$ cat src/hw/dgp_pkg.sv
// constants shared by the dual general-purpose port block
package dgp_pkg;

  // ************************************************************
  // register indices, byte address is four times the index
  // ************************************************************
  localparam logic [7:0] IDX_FIRST_PORT_DATA = 8'h05;
  localparam logic [7:0] IDX_SECOND_PORT_DATA = 8'h06;
  localparam logic [7:0] IDX_OPTION = 8'h81;
  localparam logic [7:0] IDX_FIRST_PORT_DIRECTION = 8'h85;
  localparam logic [7:0] IDX_SECOND_PORT_DIRECTION = 8'h86;
  localparam logic [7:0] IDX_CHANGE_STATUS = 8'h90;

  // ************************************************************
  // widths and field positions
  // ************************************************************
  localparam int ADDR_W = 12;
  localparam int FIRST_W = 5;
  localparam int SECOND_W = 8;
  localparam int PIN_W = 13;
  localparam int OD_BIT = 4;
  localparam int PULLUP_N_BIT = 7;
  localparam int EXT_INT_BIT = 0;
  localparam int PROG_CLK_BIT = 6;
  localparam int PROG_DATA_BIT = 7;
  localparam int CHANGE_LO = 4;
  localparam int FLAG_BIT = 0;

  // ************************************************************
  // values after reset
  // ************************************************************
  localparam logic [4:0] RST_FIRST_DIRECTION = 5'h1F;
  localparam logic [7:0] RST_SECOND_DIRECTION = 8'hFF;
  localparam logic [7:0] RST_OPTION = 8'hFF;

  // ************************************************************
  // bus answers
  // ************************************************************
  localparam logic [1:0] RESP_OKAY = 2'h0;
  localparam logic [1:0] RESP_SLVERR = 2'h2;

endpackage : dgp_pkg

$ cat src/hw/dgp_gpio.sv
// dual general-purpose port with change detection, AXI4-Lite slave
`timescale 1ns/1ns
module dgp_gpio (
  input wire logic clk_sys,
  input wire logic reset,
  // axi4-lite write address
  input wire logic [11:0] s_axi_awaddr,
  input wire logic s_axi_awvalid,
  output logic s_axi_awready,
  // axi4-lite write data
  input wire logic [31:0] s_axi_wdata,
  input wire logic [3:0] s_axi_wstrb,
  input wire logic s_axi_wvalid,
  output logic s_axi_wready,
  // axi4-lite write response
  output logic [1:0] s_axi_bresp,
  output logic s_axi_bvalid,
  input wire logic s_axi_bready,
  // axi4-lite read address
  input wire logic [11:0] s_axi_araddr,
  input wire logic s_axi_arvalid,
  output logic s_axi_arready,
  // axi4-lite read data
  output logic [31:0] s_axi_rdata,
  output logic [1:0] s_axi_rresp,
  output logic s_axi_rvalid,
  input wire logic s_axi_rready,
  // first port pins
  input wire logic [4:0] first_port_in,
  output logic [4:0] first_port_out,
  output logic [4:0] first_port_oe_n,
  // second port pins
  input wire logic [7:0] second_port_in,
  output logic [7:0] second_port_out,
  output logic [7:0] second_port_oe_n,
  output logic [7:0] second_port_pullup,
  // alternate functions
  input wire logic serial_prog_mode,
  output logic timer_clock_in,
  output logic external_interrupt,
  output logic serial_prog_clock,
  output logic serial_prog_data,
  output logic port_change_flag,
  output logic wake_request
);

  // ************************************************************
  // pin synchroniser
  // ************************************************************
  logic [12:0] pins_sync; // second port high, first port low
  logic [4:0] first_pins; // first port levels as read
  logic [7:0] second_pins; // second port levels as read
  dgp_sync #(
    .WIDTH(dgp_pkg::PIN_W)
  ) u_sync (
    .clk_sys(clk_sys),
    .reset(reset),
    .async_in({second_port_in, first_port_in}),
    .sync_out(pins_sync)
  );
  assign first_pins = pins_sync[4:0];
  assign second_pins = pins_sync[12:5];

  // ************************************************************
  // helper functions
  // ************************************************************
  // register index from a byte address
  function automatic logic [7:0] addr_index(input logic [11:0] addr);
    addr_index = addr[9:2];
  endfunction : addr_index

  // known register test
  function automatic logic is_mapped(input logic [7:0] idx);
    is_mapped = (idx == dgp_pkg::IDX_FIRST_PORT_DATA) ||
                (idx == dgp_pkg::IDX_SECOND_PORT_DATA) ||
                (idx == dgp_pkg::IDX_OPTION) ||
                (idx == dgp_pkg::IDX_FIRST_PORT_DIRECTION) ||
                (idx == dgp_pkg::IDX_SECOND_PORT_DIRECTION) ||
                (idx == dgp_pkg::IDX_CHANGE_STATUS);
  endfunction : is_mapped

  // byte merge: unstrobed lane keeps the sampled pin levels
  function automatic logic [7:0] rmw_merge(input logic [7:0] pins,
                                           input logic [31:0] wdata,
                                           input logic lane);
    rmw_merge = lane ? wdata[7:0] : pins;
  endfunction : rmw_merge

  // ************************************************************
  // write channel state
  // ************************************************************
  logic aw_held; // write address captured
  logic w_held; // write data captured
  logic [7:0] aw_idx; // captured write index
  logic [31:0] w_data; // captured write data
  logic w_lane0; // byte lane 0 strobe
  logic next_aw_held;
  logic next_w_held;
  logic [7:0] next_aw_idx;
  logic [31:0] next_w_data;
  logic next_w_lane0;
  logic next_awready;
  logic next_wready;
  logic next_bvalid;
  logic [1:0] next_bresp;
  logic do_write; // both halves present, commit now

  // ************************************************************
  // write channel next values
  // ************************************************************
  always_comb begin
    next_aw_held = aw_held;
    next_w_held = w_held;
    next_aw_idx = aw_idx;
    next_w_data = w_data;
    next_w_lane0 = w_lane0;
    next_bvalid = s_axi_bvalid;
    next_bresp = s_axi_bresp;
    do_write = aw_held && w_held && !s_axi_bvalid;
    // address taken in its own cycle
    if (s_axi_awvalid && s_axi_awready) begin
      next_aw_held = 1'b1;
      next_aw_idx = addr_index(s_axi_awaddr);
    end
    // data taken in its own cycle
    if (s_axi_wvalid && s_axi_wready) begin
      next_w_held = 1'b1;
      next_w_data = s_axi_wdata;
      next_w_lane0 = s_axi_wstrb[0];
    end
    // commit and answer
    if (do_write) begin
      next_aw_held = 1'b0;
      next_w_held = 1'b0;
      next_bvalid = 1'b1;
      next_bresp = is_mapped(aw_idx) ? dgp_pkg::RESP_OKAY : dgp_pkg::RESP_SLVERR;
    end else if (s_axi_bvalid && s_axi_bready) begin
      next_bvalid = 1'b0;
    end
    next_awready = !next_aw_held && !next_bvalid;
    next_wready = !next_w_held && !next_bvalid;
  end

  // write channel registers
  always_ff @(posedge clk_sys) begin
    if (reset) begin
      aw_held <= 1'b0;
      w_held <= 1'b0;
      aw_idx <= '0;
      w_data <= '0;
      w_lane0 <= 1'b0;
      s_axi_awready <= 1'b0;
      s_axi_wready <= 1'b0;
      s_axi_bvalid <= 1'b0;
      s_axi_bresp <= dgp_pkg::RESP_OKAY;
    end else begin
      aw_held <= next_aw_held;
      w_held <= next_w_held;
      aw_idx <= next_aw_idx;
      w_data <= next_w_data;
      w_lane0 <= next_w_lane0;
      s_axi_awready <= next_awready;
      s_axi_wready <= next_wready;
      s_axi_bvalid <= next_bvalid;
      s_axi_bresp <= next_bresp;
    end
  end

  // ************************************************************
  // control registers
  // ************************************************************
  logic [4:0] first_latch; // first port output latch
  logic [7:0] second_latch; // second port output latch
  logic [4:0] first_dir; // 1 = input
  logic [7:0] second_dir; // 1 = input
  logic [7:0] option_reg; // bit 7 is pull-up enable, low active
  logic [3:0] change_ref; // reference for monitored pins
  logic flag; // port change flag
  logic [4:0] next_first_latch;
  logic [7:0] next_second_latch;
  logic [4:0] next_first_dir;
  logic [7:0] next_second_dir;
  logic [7:0] next_option_reg;
  logic [3:0] next_change_ref;
  logic next_flag;
  logic [3:0] mismatch; // per monitored pin
  logic do_read; // read accepted this cycle
  logic [7:0] rd_idx; // index of read request
  logic [7:0] first_merged; // first port write merged with sampled pins

  assign rd_idx = addr_index(s_axi_araddr);
  assign do_read = s_axi_arvalid && s_axi_arready;
  assign first_merged = rmw_merge({3'h0, first_pins}, w_data, w_lane0);

  // ************************************************************
  // control register next values
  // ************************************************************
  always_comb begin
    next_first_latch = first_latch;
    next_second_latch = second_latch;
    next_first_dir = first_dir;
    next_second_dir = second_dir;
    next_option_reg = option_reg;
    next_change_ref = change_ref;
    next_flag = flag;
    // only input pins seven to four compare
    mismatch = (second_pins[7:4] ^ change_ref) & second_dir[7:4];
    if (do_write && w_lane0) begin
      unique case (aw_idx)
        dgp_pkg::IDX_FIRST_PORT_DIRECTION: next_first_dir = w_data[4:0];
        dgp_pkg::IDX_SECOND_PORT_DIRECTION: next_second_dir = w_data[7:0];
        dgp_pkg::IDX_OPTION: next_option_reg = w_data[7:0];
        dgp_pkg::IDX_CHANGE_STATUS: next_flag = w_data[dgp_pkg::FLAG_BIT];
        default: begin
        end
      endcase
    end
    // port writes merge with sampled pin levels
    if (do_write) begin
      if (aw_idx == dgp_pkg::IDX_FIRST_PORT_DATA) begin
        next_first_latch = first_merged[4:0];
      end
      if (aw_idx == dgp_pkg::IDX_SECOND_PORT_DATA) begin
        next_second_latch = rmw_merge(second_pins, w_data, w_lane0);
        next_change_ref = second_pins[7:4];
      end
    end
    // a read of the second port recaptures the reference
    if (do_read && rd_idx == dgp_pkg::IDX_SECOND_PORT_DATA) begin
      next_change_ref = second_pins[7:4];
    end
    // set beats a same-cycle clear
    if (|mismatch) begin
      next_flag = 1'b1;
    end
  end

  // control registers with reset
  always_ff @(posedge clk_sys) begin
    if (reset) begin
      first_dir <= dgp_pkg::RST_FIRST_DIRECTION;
      second_dir <= dgp_pkg::RST_SECOND_DIRECTION;
      option_reg <= dgp_pkg::RST_OPTION;
      change_ref <= '0;
      flag <= 1'b0;
    end else begin
      first_dir <= next_first_dir;
      second_dir <= next_second_dir;
      option_reg <= next_option_reg;
      change_ref <= next_change_ref;
      flag <= next_flag;
    end
  end

  // output latches keep their content through reset
  always_ff @(posedge clk_sys) begin
    first_latch <= next_first_latch;
    second_latch <= next_second_latch;
  end

  // ************************************************************
  // read channel
  // ************************************************************
  logic [31:0] next_rdata;
  logic [1:0] next_rresp;
  logic next_rvalid;
  logic next_arready;
  // read data mux and handshake
  always_comb begin
    next_rdata = s_axi_rdata;
    next_rresp = s_axi_rresp;
    next_rvalid = s_axi_rvalid;
    if (do_read) begin
      next_rvalid = 1'b1;
      next_rresp = dgp_pkg::RESP_OKAY;
      unique case (rd_idx)
        dgp_pkg::IDX_FIRST_PORT_DATA: next_rdata = {27'h0, first_pins};
        dgp_pkg::IDX_SECOND_PORT_DATA: next_rdata = {24'h0, second_pins};
        dgp_pkg::IDX_OPTION: next_rdata = {24'h0, option_reg};
        dgp_pkg::IDX_FIRST_PORT_DIRECTION: next_rdata = {27'h0, first_dir};
        dgp_pkg::IDX_SECOND_PORT_DIRECTION: next_rdata = {24'h0, second_dir};
        dgp_pkg::IDX_CHANGE_STATUS: next_rdata = {31'h0, flag};
        default: begin
          // unmapped address
          next_rdata = 32'h0000_0000;
          next_rresp = dgp_pkg::RESP_SLVERR;
        end
      endcase
    end else if (s_axi_rvalid && s_axi_rready) begin
      next_rvalid = 1'b0;
    end
    next_arready = !next_rvalid;
  end

  // read channel registers
  always_ff @(posedge clk_sys) begin
    if (reset) begin
      s_axi_rdata <= '0;
      s_axi_rresp <= dgp_pkg::RESP_OKAY;
      s_axi_rvalid <= 1'b0;
      s_axi_arready <= 1'b0;
    end else begin
      s_axi_rdata <= next_rdata;
      s_axi_rresp <= next_rresp;
      s_axi_rvalid <= next_rvalid;
      s_axi_arready <= next_arready;
    end
  end

  // ************************************************************
  // pin drivers and alternate functions
  // ************************************************************
  logic [4:0] next_first_out;
  logic [4:0] next_first_oe_n;
  logic [7:0] next_second_out;
  logic [7:0] next_second_oe_n;
  logic [7:0] next_pullup;
  logic next_ext_int;
  logic next_prog_clk;
  logic next_prog_data;
  logic next_timer_clk;
  // driver enables from latches and directions
  always_comb begin
    next_first_out = first_latch;
    next_first_oe_n = first_dir;
    // open-drain bit only ever pulls low
    next_first_out[dgp_pkg::OD_BIT] = 1'b0;
    next_first_oe_n[dgp_pkg::OD_BIT] = first_dir[dgp_pkg::OD_BIT] ||
                                       first_latch[dgp_pkg::OD_BIT];
    next_second_out = second_latch;
    next_second_oe_n = second_dir;
    // global enable is low active; outputs never pulled
    next_pullup = {8{~option_reg[dgp_pkg::PULLUP_N_BIT]}} & second_dir;
    next_timer_clk = first_pins[dgp_pkg::OD_BIT];
    next_ext_int = second_pins[dgp_pkg::EXT_INT_BIT];
    next_prog_clk = serial_prog_mode && second_pins[dgp_pkg::PROG_CLK_BIT];
    next_prog_data = serial_prog_mode && second_pins[dgp_pkg::PROG_DATA_BIT];
  end

  // pin registers, released pins after reset
  always_ff @(posedge clk_sys) begin
    if (reset) begin
      first_port_out <= '0;
      first_port_oe_n <= dgp_pkg::RST_FIRST_DIRECTION;
      second_port_out <= '0;
      second_port_oe_n <= dgp_pkg::RST_SECOND_DIRECTION;
      second_port_pullup <= '0;
      timer_clock_in <= 1'b0;
      external_interrupt <= 1'b0;
      serial_prog_clock <= 1'b0;
      serial_prog_data <= 1'b0;
      port_change_flag <= 1'b0;
      wake_request <= 1'b0;
    end else begin
      first_port_out <= next_first_out;
      first_port_oe_n <= next_first_oe_n;
      second_port_out <= next_second_out;
      second_port_oe_n <= next_second_oe_n;
      second_port_pullup <= next_pullup;
      timer_clock_in <= next_timer_clk;
      external_interrupt <= next_ext_int;
      serial_prog_clock <= next_prog_clk;
      serial_prog_data <= next_prog_data;
      port_change_flag <= flag;
      wake_request <= flag;
    end
  end

endmodule : dgp_gpio

$ cat src/hw/dgp_sync.sv
// two-flop synchroniser for the port pin inputs
`timescale 1ns/1ns
module dgp_sync #(
  parameter int WIDTH = 13
) (
  input wire logic clk_sys,
  input wire logic reset,
  input wire logic [WIDTH-1:0] async_in,
  output logic [WIDTH-1:0] sync_out
);

  // first stage, read only by the second stage
  logic [WIDTH-1:0] stage1;

  // ************************************************************
  // two registers in a row
  // ************************************************************
  always_ff @(posedge clk_sys) begin
    if (reset) begin
      stage1 <= '0;
      sync_out <= '0;
    end else begin
      stage1 <= async_in;
      sync_out <= stage1;
    end
  end

endmodule : dgp_sync

$ cat config.mk
export PLATFORM = sky130hd
export DESIGN_NAME = dgp_gpio
export DESIGN_NICKNAME = d
export VERILOG_FILES = /design/src/hw/dgp_pkg.sv /design/src/hw/dgp_gpio.sv /design/src/hw/dgp_sync.sv
export SDC_FILE = /design/constraint.sdc
export NUM_CORES = 1
export LEC_CHECK = 0
export BUFFER_PORTS_ARGS = -buffer_cell sky130_fd_sc_hd__buf_2
export CORE_MARGIN = 3
export CORE_UTILIZATION = 55
export CTS_CLUSTER_SIZE = 25
export DETAILED_ROUTE_END_ITERATION = 8
export PLACE_DENSITY = 0.85
export RECOVER_POWER = 100
export SETUP_SLACK_MARGIN = 0.2
export SYNTH_ARGS = -nofsm -noshare
export SYNTH_HDL_FRONTEND = slang
export SYNTH_HIERARCHICAL = 1
export SYNTH_SLANG_ARGS = --single-unit
$ cat constraint.sdc
create_clock -name clk_sys -period 4.15 [get_ports clk_sys]
set_input_delay 0.2075 -clock clk_sys [delete_from_list [all_inputs] [get_ports clk_sys]]
set_output_delay 0.2075 -clock clk_sys [all_outputs]
set_load 0.02 [all_outputs]
Yosys cells after proc, flatten, opt, wreduce, memory -nomap -nowiden. Index checks and enable logic that the tools add are counted.

Output and inout port bits: 81. Word-level logic and storage cells: 105. Register bits after elaboration: 164. Bits of input ports: 81.

Reductions and logical operators: 37. Multiplexer cells: 19. Bitwise gates (word level): 4. Eq/ne operators: 12.

Operators by type and width (count): $eq A8 B8 Y1 const B (8); $pmux W8 S6 (1); $eq A8 B3 Y1 const B (4); $reduce_and A2 Y1 (7); $logic_and A1 B1 Y1 (13); $mux W4 (3); $mux W1 (11); $and A8 B8 Y8 (1); $mux W8 (1); $reduce_bool A2 Y1 (4); $logic_or A1 B1 Y1 (6); $reduce_or A6 Y1 (1); $logic_not A1 Y1 (5); $mux W5 (1); $and A4 B4 Y4 (1); $mux W2 (2); $reduce_or A4 Y1 (1); $xor A4 B4 Y4 (1); $not A1 Y1 (1).

Logic depth before layout (Yosys ltp). Gate-level depths: netlist of run 1.

Depth after elaboration: 7. Gate-level depth with buffers: 5. Gate-level depth less buffers: 4.

Hierarchy. The synthesis of run 1 kept the hierarchy.

By module, submodules not included: dgp_gpio (area each 4495.6 um2, times used 1, sequential area each 2352.3 um2, cells an instance 457); dgp_sync (area each 700.7 um2, times used 1, sequential area each 520.5 um2, cells an instance 54).

Worst setup path after synthesis of run 1. OpenSTA, ideal clock, no wires.

Path type: flip-flop to flip-flop. Start: reg aw_idx[4]. End: reg first_latch[0] (enable). Path slack: 2.106 ns. Setup time: 0.374 ns. Stages on the path, launching flop included: 4. Clock period less this slack: 2.044 ns. Required time: 3.776 ns. Arrival: 1.670 ns. Path buffers: 0. Cells stage by stage: dfxtp_1 -> or3_4 -> or4b_4 -> nor3_1.

Word-level cells in the longest chain between the ends: 2.

RTL lines: start, declared (RTL line dgp_gpio.sv:94) `logic [7:0] aw_idx;`; start signal, assigned (RTL line dgp_gpio.sv:159) `aw_idx <= next_aw_idx;`; $eq A8 B3 Y1 (RTL line dgp_gpio.sv:220) `if (aw_idx == dgp_pkg::IDX_FIRST_PORT_DATA) begin`; $reduce_and A2 Y1 (no line); end signal, assigned (RTL line dgp_gpio.sv:257) `first_latch <= next_first_latch;`; end, declared (RTL line dgp_gpio.sv:172) `logic [4:0] first_latch;`.

No other way between the ends. A chain may end at the register's enable or synchronous reset.

Worst setup path in the final report of run 1.
Start: reg w_lane0. End: reg first_dir[4].

Word-level cells in the longest chain between the ends: 2.

RTL lines: start, declared (RTL line dgp_gpio.sv:96) `logic w_lane0;`; start signal, assigned (RTL line dgp_gpio.sv:161) `w_lane0 <= next_w_lane0;`; $logic_and A1 B1 Y1 (RTL line dgp_gpio.sv:208) `if (do_write && w_lane0) begin`; $reduce_and A2 Y1 (no line); end signal, assigned (RTL line dgp_gpio.sv:241) `first_dir <= dgp_pkg::RST_FIRST_DIRECTION;`; end signal, assigned (RTL line dgp_gpio.sv:247) `first_dir <= next_first_dir;`; end, declared (RTL line dgp_gpio.sv:174) `logic [4:0] first_dir;`.

No other way between the ends.

==> results of run 1 <==
## per-stage QoR
stage | power, mW | hold slack [ns] | cells
floorplan | 1.544 | 0.2791 | 537
global placement | 1.576 | 0.4173 | 696
detailed placement | 1.582 | 0.4150 | 696
CTS | 3.055 | 0.1165 | 761
global route | 3.127 | 0.1516 | 761
finish | 3.043 | 0.1443 | 761
## worst max-delay path: stages, from the launching register on
cell      delay [ns]
dfxtp_1         0.72
nand4b_1        0.34
nor4_1          1.29
mux2i_1         0.30
nand2_1         0.07
## final timing paths
path	start	endpoint	slack, ns	cells after the start
setup / recovery	w_lane0	first_dir[4]	1.26	4
hold / removal	s_axi_arvalid	s_axi_rdata[3]	0.14	4
setup reg to reg	w_lane0	first_dir[4]	1.26	4
hold reg to reg	u_sync/stage1[6]	u_sync/sync_out[6]	0.43	1
## power by group
part           internal [mW]  switching [mW]
logic                 0.0722           0.111
clock network          0.891           0.575
registers               1.37          0.0267
total                   2.33           0.713
## cell type report
class                           instances  area [µm²]
Multi-Input combinational cell        332        2008
Sequential cell                       137        2873
Inverter                               18       67.56
Timing Repair Buffer                  134       768.2
Fill cell                             641        2497
Clock inverter                         13       142.6
Clock buffer                           19       441.7
Tap cell                              108       135.1
## cells in the final DEF (no fill, tap or decap), types with 4 or more instances in the layout
master         synthesis  layout
a21oi_1               19      20
a221o_1                6       6
a22o_1                 6       6
a22oi_1                4       4
and2_0                 0       7
and2_1                11       4
buf_2                  2      44
clkbuf_1              16      56
clkbuf_16              0      16
clkinv_4               0       5
conb_1                 1      27
dfxtp_1              124     124
dlygate4sd3_1          0      33
edfxtp_1              13      13
inv_1                 18      18
mux2i_1               24      24
nand2_1               78      78
nand4b_1               4       4
nor2_1                14      15
nor2b_1               41      41
nor4_1                 8       9
o21ai_0               15      15
or2_2                 12      12
or4bb_1                4       4
xor2_1                 5       5
## routing by layer
layer  global-route usage  share of wire
met5                    0         0.0011
met4               0.1155          0.034
met3              0.05366          0.070
met2               0.4011           0.49
met1               0.2741           0.41
## repair_timing
action	4_1_cts	5_1_grt
hold buffers	33	0
hold endpoints to repair	35	0
buffers inserted	0	0
## kinds of logic (layout without fill, tap and decap cells)
group | count (synthesis) | after routing | synth area share
muxes | 24 | 24 | 0.04623
buffers and inverters | 68 | 184 | 0.07127
other | 1 | 27 | 0.0007217
xor gates and xnor gates | 5 | 5 | 0.008427
and+or+nand+nor | 207 | 207 | 0.2273
AOI/OAI and AO/OA | 69 | 69 | 0.09319
DFF | 137 | 137 | 0.5529
## cells in the mapped netlist (3+ instances only)
| cell | n | area [µm²] |
|---|---|---|
| nor2b_1 | 41 | 256.5 |
| and2_1 | 11 | 68.82 |
| mux2i_1 | 24 | 240.2 |
| a311oi_1 | 3 | 26.28 |
| edfxtp_1 | 13 | 390.4 |
| and3_1 | 3 | 18.77 |
| xor2_1 | 5 | 43.79 |
| nand2_1 | 78 | 292.8 |
| a21oi_1 | 19 | 95.09 |
| nor2_1 | 14 | 52.55 |
| o21ai_0 | 15 | 75.07 |
| or2_2 | 12 | 75.07 |
| a22oi_1 | 4 | 30.03 |
| nand3b_1 | 3 | 22.52 |
| a221o_1 | 6 | 60.06 |
| nand2b_1 | 3 | 18.77 |
| clkbuf_1 | 16 | 60.06 |
| or4bb_1 | 4 | 45.04 |
| dfxtp_1 | 124 | 2482 |
| a22o_1 | 6 | 52.55 |
| nor4_1 | 8 | 50.05 |
| nor3_1 | 3 | 15.01 |
| buf_4 | 30 | 225.2 |
| nand4b_1 | 4 | 35.03 |
| inv_1 | 18 | 67.56 |
==> results.toml, run 1 <==
[status]
status = "finished with violations"
failed_checks = "capacitance limit, slew limit"

[clock_tree]
clk_latency_ns = 0.52
ctsRootBufferMaster = "clkbuf_8"
cts_tree = "built"
clock_path_buffers = 2
htreeDepth = 4
clk_pin_slew_ns = 0.06
cts_resized = 0
cts_buffers = 17
cts.sinks = 137

[logic_synthesis]
ys_warn_count = 6
synth-edff-count = 13
synth.distinct_cells = 58
ys.flop_type = "dfxtp_1"
syn_area_per_cell_um2 = 10.17
synth.ff_latch_count = 137
ys_async_sr_fraction = 0
yosysSeqAreaShare = 0.5529
synth_area_mm2 = 0.005196
synthCells = 511

[global_routing]
gr-total-overflow = 0
grt_pass1_vias = 3798
grt_pass1_wl_um = 18640
grt_max_degree = 83
gr-usage-all-layers = 0.2333
antenna_found_initial = 1

[floorplanning]
std_cell_rows = 34
start_util = 0.5817
dieArea_mm2 = 0.01065
die_w_um = 103.2
core-area_mm2 = 0.008934
ios = 162
die_h_um = 103.2

[worst_setup_path]
required_ns = 4.51
startpoint_type = "flip-flop"
path_max_fanout = 23
arrival_ns = 3.25
critPathCaptureType = "flip-flop"
worstSetupPathType = "flip-flop to flip-flop"

[layout]
nets = 721
drive_above_1_share = 0.1409
top_regs = "u_sync/stage1 x13, u_sync/sync_out x13"
fin_area_mm2 = 0.006436
syn_to_final_growth_pct = 23.86
postLayoutCoreUtil = 0.7204
diodes = 0

[place]
place_congestion = 0.9503
dp_worst_setup_slack_ns = 1.719
portBuffers = 99
detailed_place_hpwl_um = 8127
dpl_cell_area_mm2 = 0.005643

[drt]
drt_iter0_drc = 226
drc = 0
vias = 4031
drt-total-wl_um = 12030
wl_per_cell_um = 15.81
drt.antenna.violating_nets = 0
vias_per_cell = 5.297
drt_pre_antenna_iters = 5

[min_path]
worstHoldPathType = "input pin to flip-flop"

[timing]
setup_ws_ns = 1.260
worst_pin_slew_ns = 1.619
fin_tns_setup_ns = 0
clock_skew_ns = 0.009157
layout_min_cycle_time_ns = 2.890
clock.fmax_mhz = 346.0
rsz0062_at_grt = "false"
setup_viol = 0
hold_viol = 0
maxSlewHeadroom = -0.08947
layout_worst_path_cycle_share = 0.6964
maxSlewViolCount = 6

[power]
vdd_drop_max_uv = 255.5
power_leakage_nw = 2.515
power_density_mw_per_mm2 = 472.7

[run]
drv_cap = 1
(Power assumes the default switching activity.)
==> inputs of run 2 (changes only) <==
--- a/config.mk
+++ b/config.mk
@@ -7,10 +7,10 @@
 export LEC_CHECK = 0
 export BUFFER_PORTS_ARGS = -buffer_cell sky130_fd_sc_hd__buf_2
 export CORE_MARGIN = 3
-export CORE_UTILIZATION = 55
+export CORE_UTILIZATION = 51
 export CTS_CLUSTER_SIZE = 25
 export DETAILED_ROUTE_END_ITERATION = 8
-export PLACE_DENSITY = 0.85
+export PLACE_DENSITY = 0.8
 export RECOVER_POWER = 100
 export SETUP_SLACK_MARGIN = 0.2
 export SYNTH_ARGS = -nofsm -noshare
==> constraint.sdc (replaced) <==
create_clock -name clk_sys -period 2.77 [get_ports clk_sys]
set_input_delay 0.1385 -clock clk_sys [delete_from_list [all_inputs] [get_ports clk_sys]]
set_output_delay 0.1385 -clock clk_sys [all_outputs]
set_load 0.02 [all_outputs]
==> run 2 against run 1 <==
Net effect: the run now ends clean; die area increased by 7.4%; global-route usage decreased by 2.4 points; clock skew decreased by 0.0038 ns; count of clock-buffer cells in the layout increased by 3; final area increased by 1.4%; first-iteration DRC count increased by 4.9%; clock power increased by 53%; total power increased by 52%; sequential share of layout area decreased by 0.62 points; via count decreased by 2.0%; fmax increased by 24%; largest power group unchanged.
==> results.toml, run 2 (synthesis results as in run 1) <==
[layout]
final_cell_mix = "124 x dfxtp_1, 78 x nand2_1, 64 x clkbuf_1"
fillers = 849
nets = 727
syn_to_final_growth_pct = 25.60
final_common_cell = "dfxtp_1"
diodes = 0
drive_above_1_share = 0.1396
top_regs = "u_sync/stage1 x13, u_sync/sync_out x13"
register_area_mm2 = 0.002873
multi_input_area_mm2 = 0.002026

[timing]
maxSlewViolCount = 0
worst_pin_slew_ns = 1.415
holdWs_ns = 0.02213
layout_min_cycle_time_ns = 2.327
setup_ws_ns = 0.4425
clock.fmax_mhz = 429.7
layout_worst_path_cycle_share = 0.8402
clock_skew_ns = 0.005317
setup_viol = 0
maxSlewHeadroom = 0.05666
fin_tns_setup_ns = 0
rsz0062_at_grt = "false"
hold_viol = 0

[floorplanning]
ios = 162
dieArea_mm2 = 0.01144
die_h_um = 106.9
core-area_mm2 = 0.009819
std_cell_rows = 36
die_w_um = 106.9
start_util = 0.5292

[power]
power_leakage_nw = 2.529
p_total_mw = 4.615
power_density_mw_per_mm2 = 707.1
vdd_drop_max_uv = 293.2

[worst_setup_path]
crit_buf_inv = 1
worstSetupPathType = "flip-flop to flip-flop"
crit_chain = "or3_1 -> or4b_1 -> nor2_1 -> clkbuf_1"
cpMaxStageDelayCell = "or4b_1"
max_stage_delay_ns = 0.62
startpoint_type = "flip-flop"
required_ns = 2.93
arrival_ns = 2.49
crit_family = "simple AND/OR/NAND/NOR gates"
path_max_fanout = 8
critPathCaptureType = "flip-flop"
r2r_setup_slack_ns = 0.44

[clock_tree]
htreeDepth = 4
cts_resized = 0
cts_tree = "built"
clk_pin_slew_ns = 0.06
cts_buffers = 17
clock_path_buffers = 2
clk_latency_ns = 0.52
ctsRootBufferMaster = "clkbuf_8"
cts.sinks = 137

[drt]
wl_per_cell_um = 14.57
drt_iter0_drc = 237
drt_pre_antenna_iters = 5
drt-total-wl_um = 11540
drc = 0
vias = 3949
vias_per_cell = 4.986
drt.antenna.violating_nets = 0

[status]
status = "completed"

[min_path]
worstHoldPathType = "input pin to flip-flop"

[place]
dp_worst_setup_slack_ns = 0.7630
portBuffers = 99
detailed_place_hpwl_um = 8176
place_congestion = 0.9564

[global_routing]
grt_max_degree = 35
antenna_found_initial = 1
gr-total-overflow = 0
gr-usage-all-layers = 0.2091
grt_pass1_vias = 3747
grt_pass1_wl_um = 18350

[run]
drv_cap = 0
[run 2: path summary, 6_finish.rpt]
check                     from                  end  cells after the start
max                  aw_idx[4]   next_second_out[2]                      4
min              s_axi_arvalid       s_axi_rdata[3]                      4
max reg2reg          aw_idx[4]   next_second_out[2]                      4
min reg2reg  u_sync/stage1[12]  u_sync/sync_out[12]                      1
[run 2: per-layer routing]
| layer | vias up | global-route usage | share of wire | wire, µm |
|---|---|---|---|---|
| li1 | 1959 | - | - | - |
| met1 | 1824 | 0.2523 | 0.43 | 4978 |
| met2 | 142 | 0.3480 | 0.48 | 5500 |
| met3 | 22 | 0.05057 | 0.067 | 779 |
| met4 | 2 | 0.1059 | 0.023 | 265 |
| met5 | - | 0 | 0.0016 | 18 |
[run 2: repair_timing]
action / CTS / global route
hold buffers: 33 / 0
endpoints found under the hold margin: 37 / 0
setup buffers: 0 / 0
[run 2: power breakdown]
part | internal (mW) | switching (mW)
Clock | 1.43 | 0.819
Sequential | 2.05 | 0.0363
Combinational | 0.109 | 0.169
[run 2: metrics by stage]
| step | instances | util | instance area (µm²) |
|---|---|---|---|
| global route | 792 | 0.6646 | 6526 |
| detailed placement | 727 | 0.5824 | 5719 |
| floorplan | 537 | - | 5294 |
| finish | 792 | 0.6646 | 6526 |
| global placement | 727 | 0.5824 | 5719 |
| CTS | 792 | 0.6779 | 6656 |
[run 2: worst reg2reg max path: cells and delay by family, from the launching register on]
family        cells  cell delay [ns]
buf+inv           1             0.40
flops             1             0.33
simple gates      3             1.24
[run 2: cell type report]
type	count	share of cell area
flip-flops and latches	137	0.4402
multi-input cells	332	0.3104
repair buffers	140	0.1206
clock buffers	22	0.07592
well taps	133	0.02550
clock inverters	10	0.01706
inverters	18	0.01035
==> inputs of run 3 (changes only) <==
==> constraint.sdc (replaced) <==
create_clock -name clk_sys -period 2.3 [get_ports clk_sys]
set_input_delay 0.115 -clock clk_sys [delete_from_list [all_inputs] [get_ports clk_sys]]
set_output_delay 0.115 -clock clk_sys [all_outputs]
set_load 0.02 [all_outputs]
==> run 3 against run 2 <==
Net effect: sequential cell count unchanged; final area fell by 0.61%; hold slack improved by 0.033 ns; combinational power rose by 23%; critical path depth unchanged; cell count up 0.25%; largest cell class unchanged; clock skew rose by 0.0022 ns.
==> results.toml, run 3 (synthesis results as in run 1) <==
[status]
status = "completed"

[floorplanning]
ios = 162
dieArea_mm2 = 0.01144
die_h_um = 106.9
core-area_mm2 = 0.009819
std_cell_rows = 36
die_w_um = 106.9
start_util = 0.5292

[drt]
met1_length_um = 4949
wl_per_cell_um = 15.08
drc = 0
vias = 4018
dr.max_layer_used = "met4"
drt.antenna.violating_nets = 0
dr_wl_met2_um = 5733
drt_pre_antenna_iters = 4
drt_iter0_drc = 273
dr_wl_met3_um = 888
vias_per_cell = 5.060
drt-total-wl_um = 11970

[timing]
rsz0062_at_grt = "false"
setup_ws_ns = 0.2597
maxSlewViolCount = 0
fin_tns_setup_ns = 0
layout_worst_path_cycle_share = 0.8871
hold_viol = 0
clock.fmax_mhz = 490.1
setup_viol = 0
clock_skew_ns = 0.007477
maxSlewHeadroom = 0.1800
layout_min_cycle_time_ns = 2.040
worst_pin_slew_ns = 1.230

[place]
place_congestion = 0.9540
detailed_place_hpwl_um = 8213
portBuffers = 99
dp_worst_setup_slack_ns = 0.3597

[power]
power_density_mw_per_mm2 = 812.0
power_leakage_nw = 2.514
vdd_drop_max_uv = 443.7

[run]
drv_cap = 0

[min_path]
worstHoldPathType = "input pin to flip-flop"

[global_routing]
grt_max_degree = 51
gr-usage-all-layers = 0.2171
gr-total-overflow = 0
grt_pass1_vias = 3840
grt_pass1_wl_um = 18990
antenna_found_initial = 0

[clock_tree]
post_cts_buffers = 0
ctsRootBufferMaster = "clkbuf_8"
cts_tree = "built"
cts_resized = 0
htreeDepth = 4
cts_buffers = 17
clk_latency_ns = 0.53
clock_path_buffers = 2
clk_pin_slew_ns = 0.06
cts.sinks = 137

[worst_setup_path]
worstSetupPathType = "flip-flop to flip-flop"
required_ns = 2.51
critPathCaptureType = "flip-flop"
arrival_ns = 2.25
path_max_fanout = 8
startpoint_type = "flip-flop"

[layout]
final_common_cell = "dfxtp_1"
top_regs = "u_sync/stage1 x13, u_sync/sync_out x13"
diodes = 0
final_cell_mix = "124 x dfxtp_1, 78 x nand2_1, 57 x clkbuf_1"
syn_to_final_growth_pct = 24.83
nets = 729
drive_above_1_share = 0.1513
fillers = 806
[run 3: cell count changes in the layout (fill, tap and decap cells not counted), sizes merged]
cell,delta
dlygate4sd3,+2
clkinv,+2
buf,+4
inv,+3
clkbuf,-7
bufinv,-2
[run 3: routing by layer]
| layer | track usage | up-vias |
|---|---|---|
| met5 | 0 | - |
| met4 | 0.1416 | 0 |
| met3 | 0.05057 | 40 |
| met2 | 0.3498 | 170 |
| met1 | 0.2595 | 1838 |
| li1 | - | 1970 |
[run 3: per-stage QoR]
| stage | instances | power [mW] | hold slack [ns] | util | area, µm² |
|---|---|---|---|---|---|
| 2_1_floorplan | 537 | 2.786 | 0.1866 | - | 5294 |
| 3_3_place_gp | 727 | 2.848 | 0.3248 | 0.5824 | 5719 |
| 3_5_place_dp | 727 | 2.858 | 0.3264 | 0.5824 | 5719 |
| 4_1_cts | 794 | 5.298 | 0.01801 | 0.6725 | 6604 |
| 5_1_grt | 794 | 5.460 | 0.05974 | 0.6606 | 6486 |
| 6_report | 794 | 5.267 | 0.05530 | 0.6606 | 6486 |
[run 3: final timing paths]
path	from	to	slack, ns	cells past startpoint
min reg2reg	u_sync/stage1[1]	u_sync/sync_out[1]	0.43	1
max reg2reg	aw_idx[4]	next_second_out[4]	0.26	4
min	s_axi_awvalid	aw_idx[7]	0.06	4
max	aw_idx[4]	next_second_out[4]	0.26	4
[run 3: critical path, stage by stage, from the launching register on]
cell and delay [ns]:
dfxtp_1 0.34, or3_4 0.43, or4b_1 0.59, nor2_1 0.13
clkbuf_2 0.24
[run 3: report_power, final]
group	leakage (nW)	switching (mW)	total (mW)	internal, mW
Clock	0.266	1.03	2.41	1.39
Combinational	1.11	0.206	0.343	0.136
Sequential	1.14	0.0450	2.51	2.47
Total	2.51	1.28	5.27	3.99
[run 3: final cells by class]
| type | count | area [µm²] | share of cell area |
|---|---|---|---|
| Inverter | 18 | 67.56 | 0.01042 |
| Clock inverter | 13 | 92.59 | 0.01427 |
| Sequential cell | 137 | 2873 | 0.4429 |
| Timing Repair Buffer | 142 | 822.0 | 0.1267 |
| Clock buffer | 19 | 441.7 | 0.06809 |
| Multi-Input combinational cell | 332 | 2023 | 0.3119 |
| Tap cell | 133 | 166.4 | 0.02566 |
[run 3: repair_timing]
| action | CTS | global route |
|---|---|---|
| hold buffers | 35 | 0 |
| hold endpoints to repair | 39 | 0 |
| endpoints found under the setup margin | 0 | 0 |
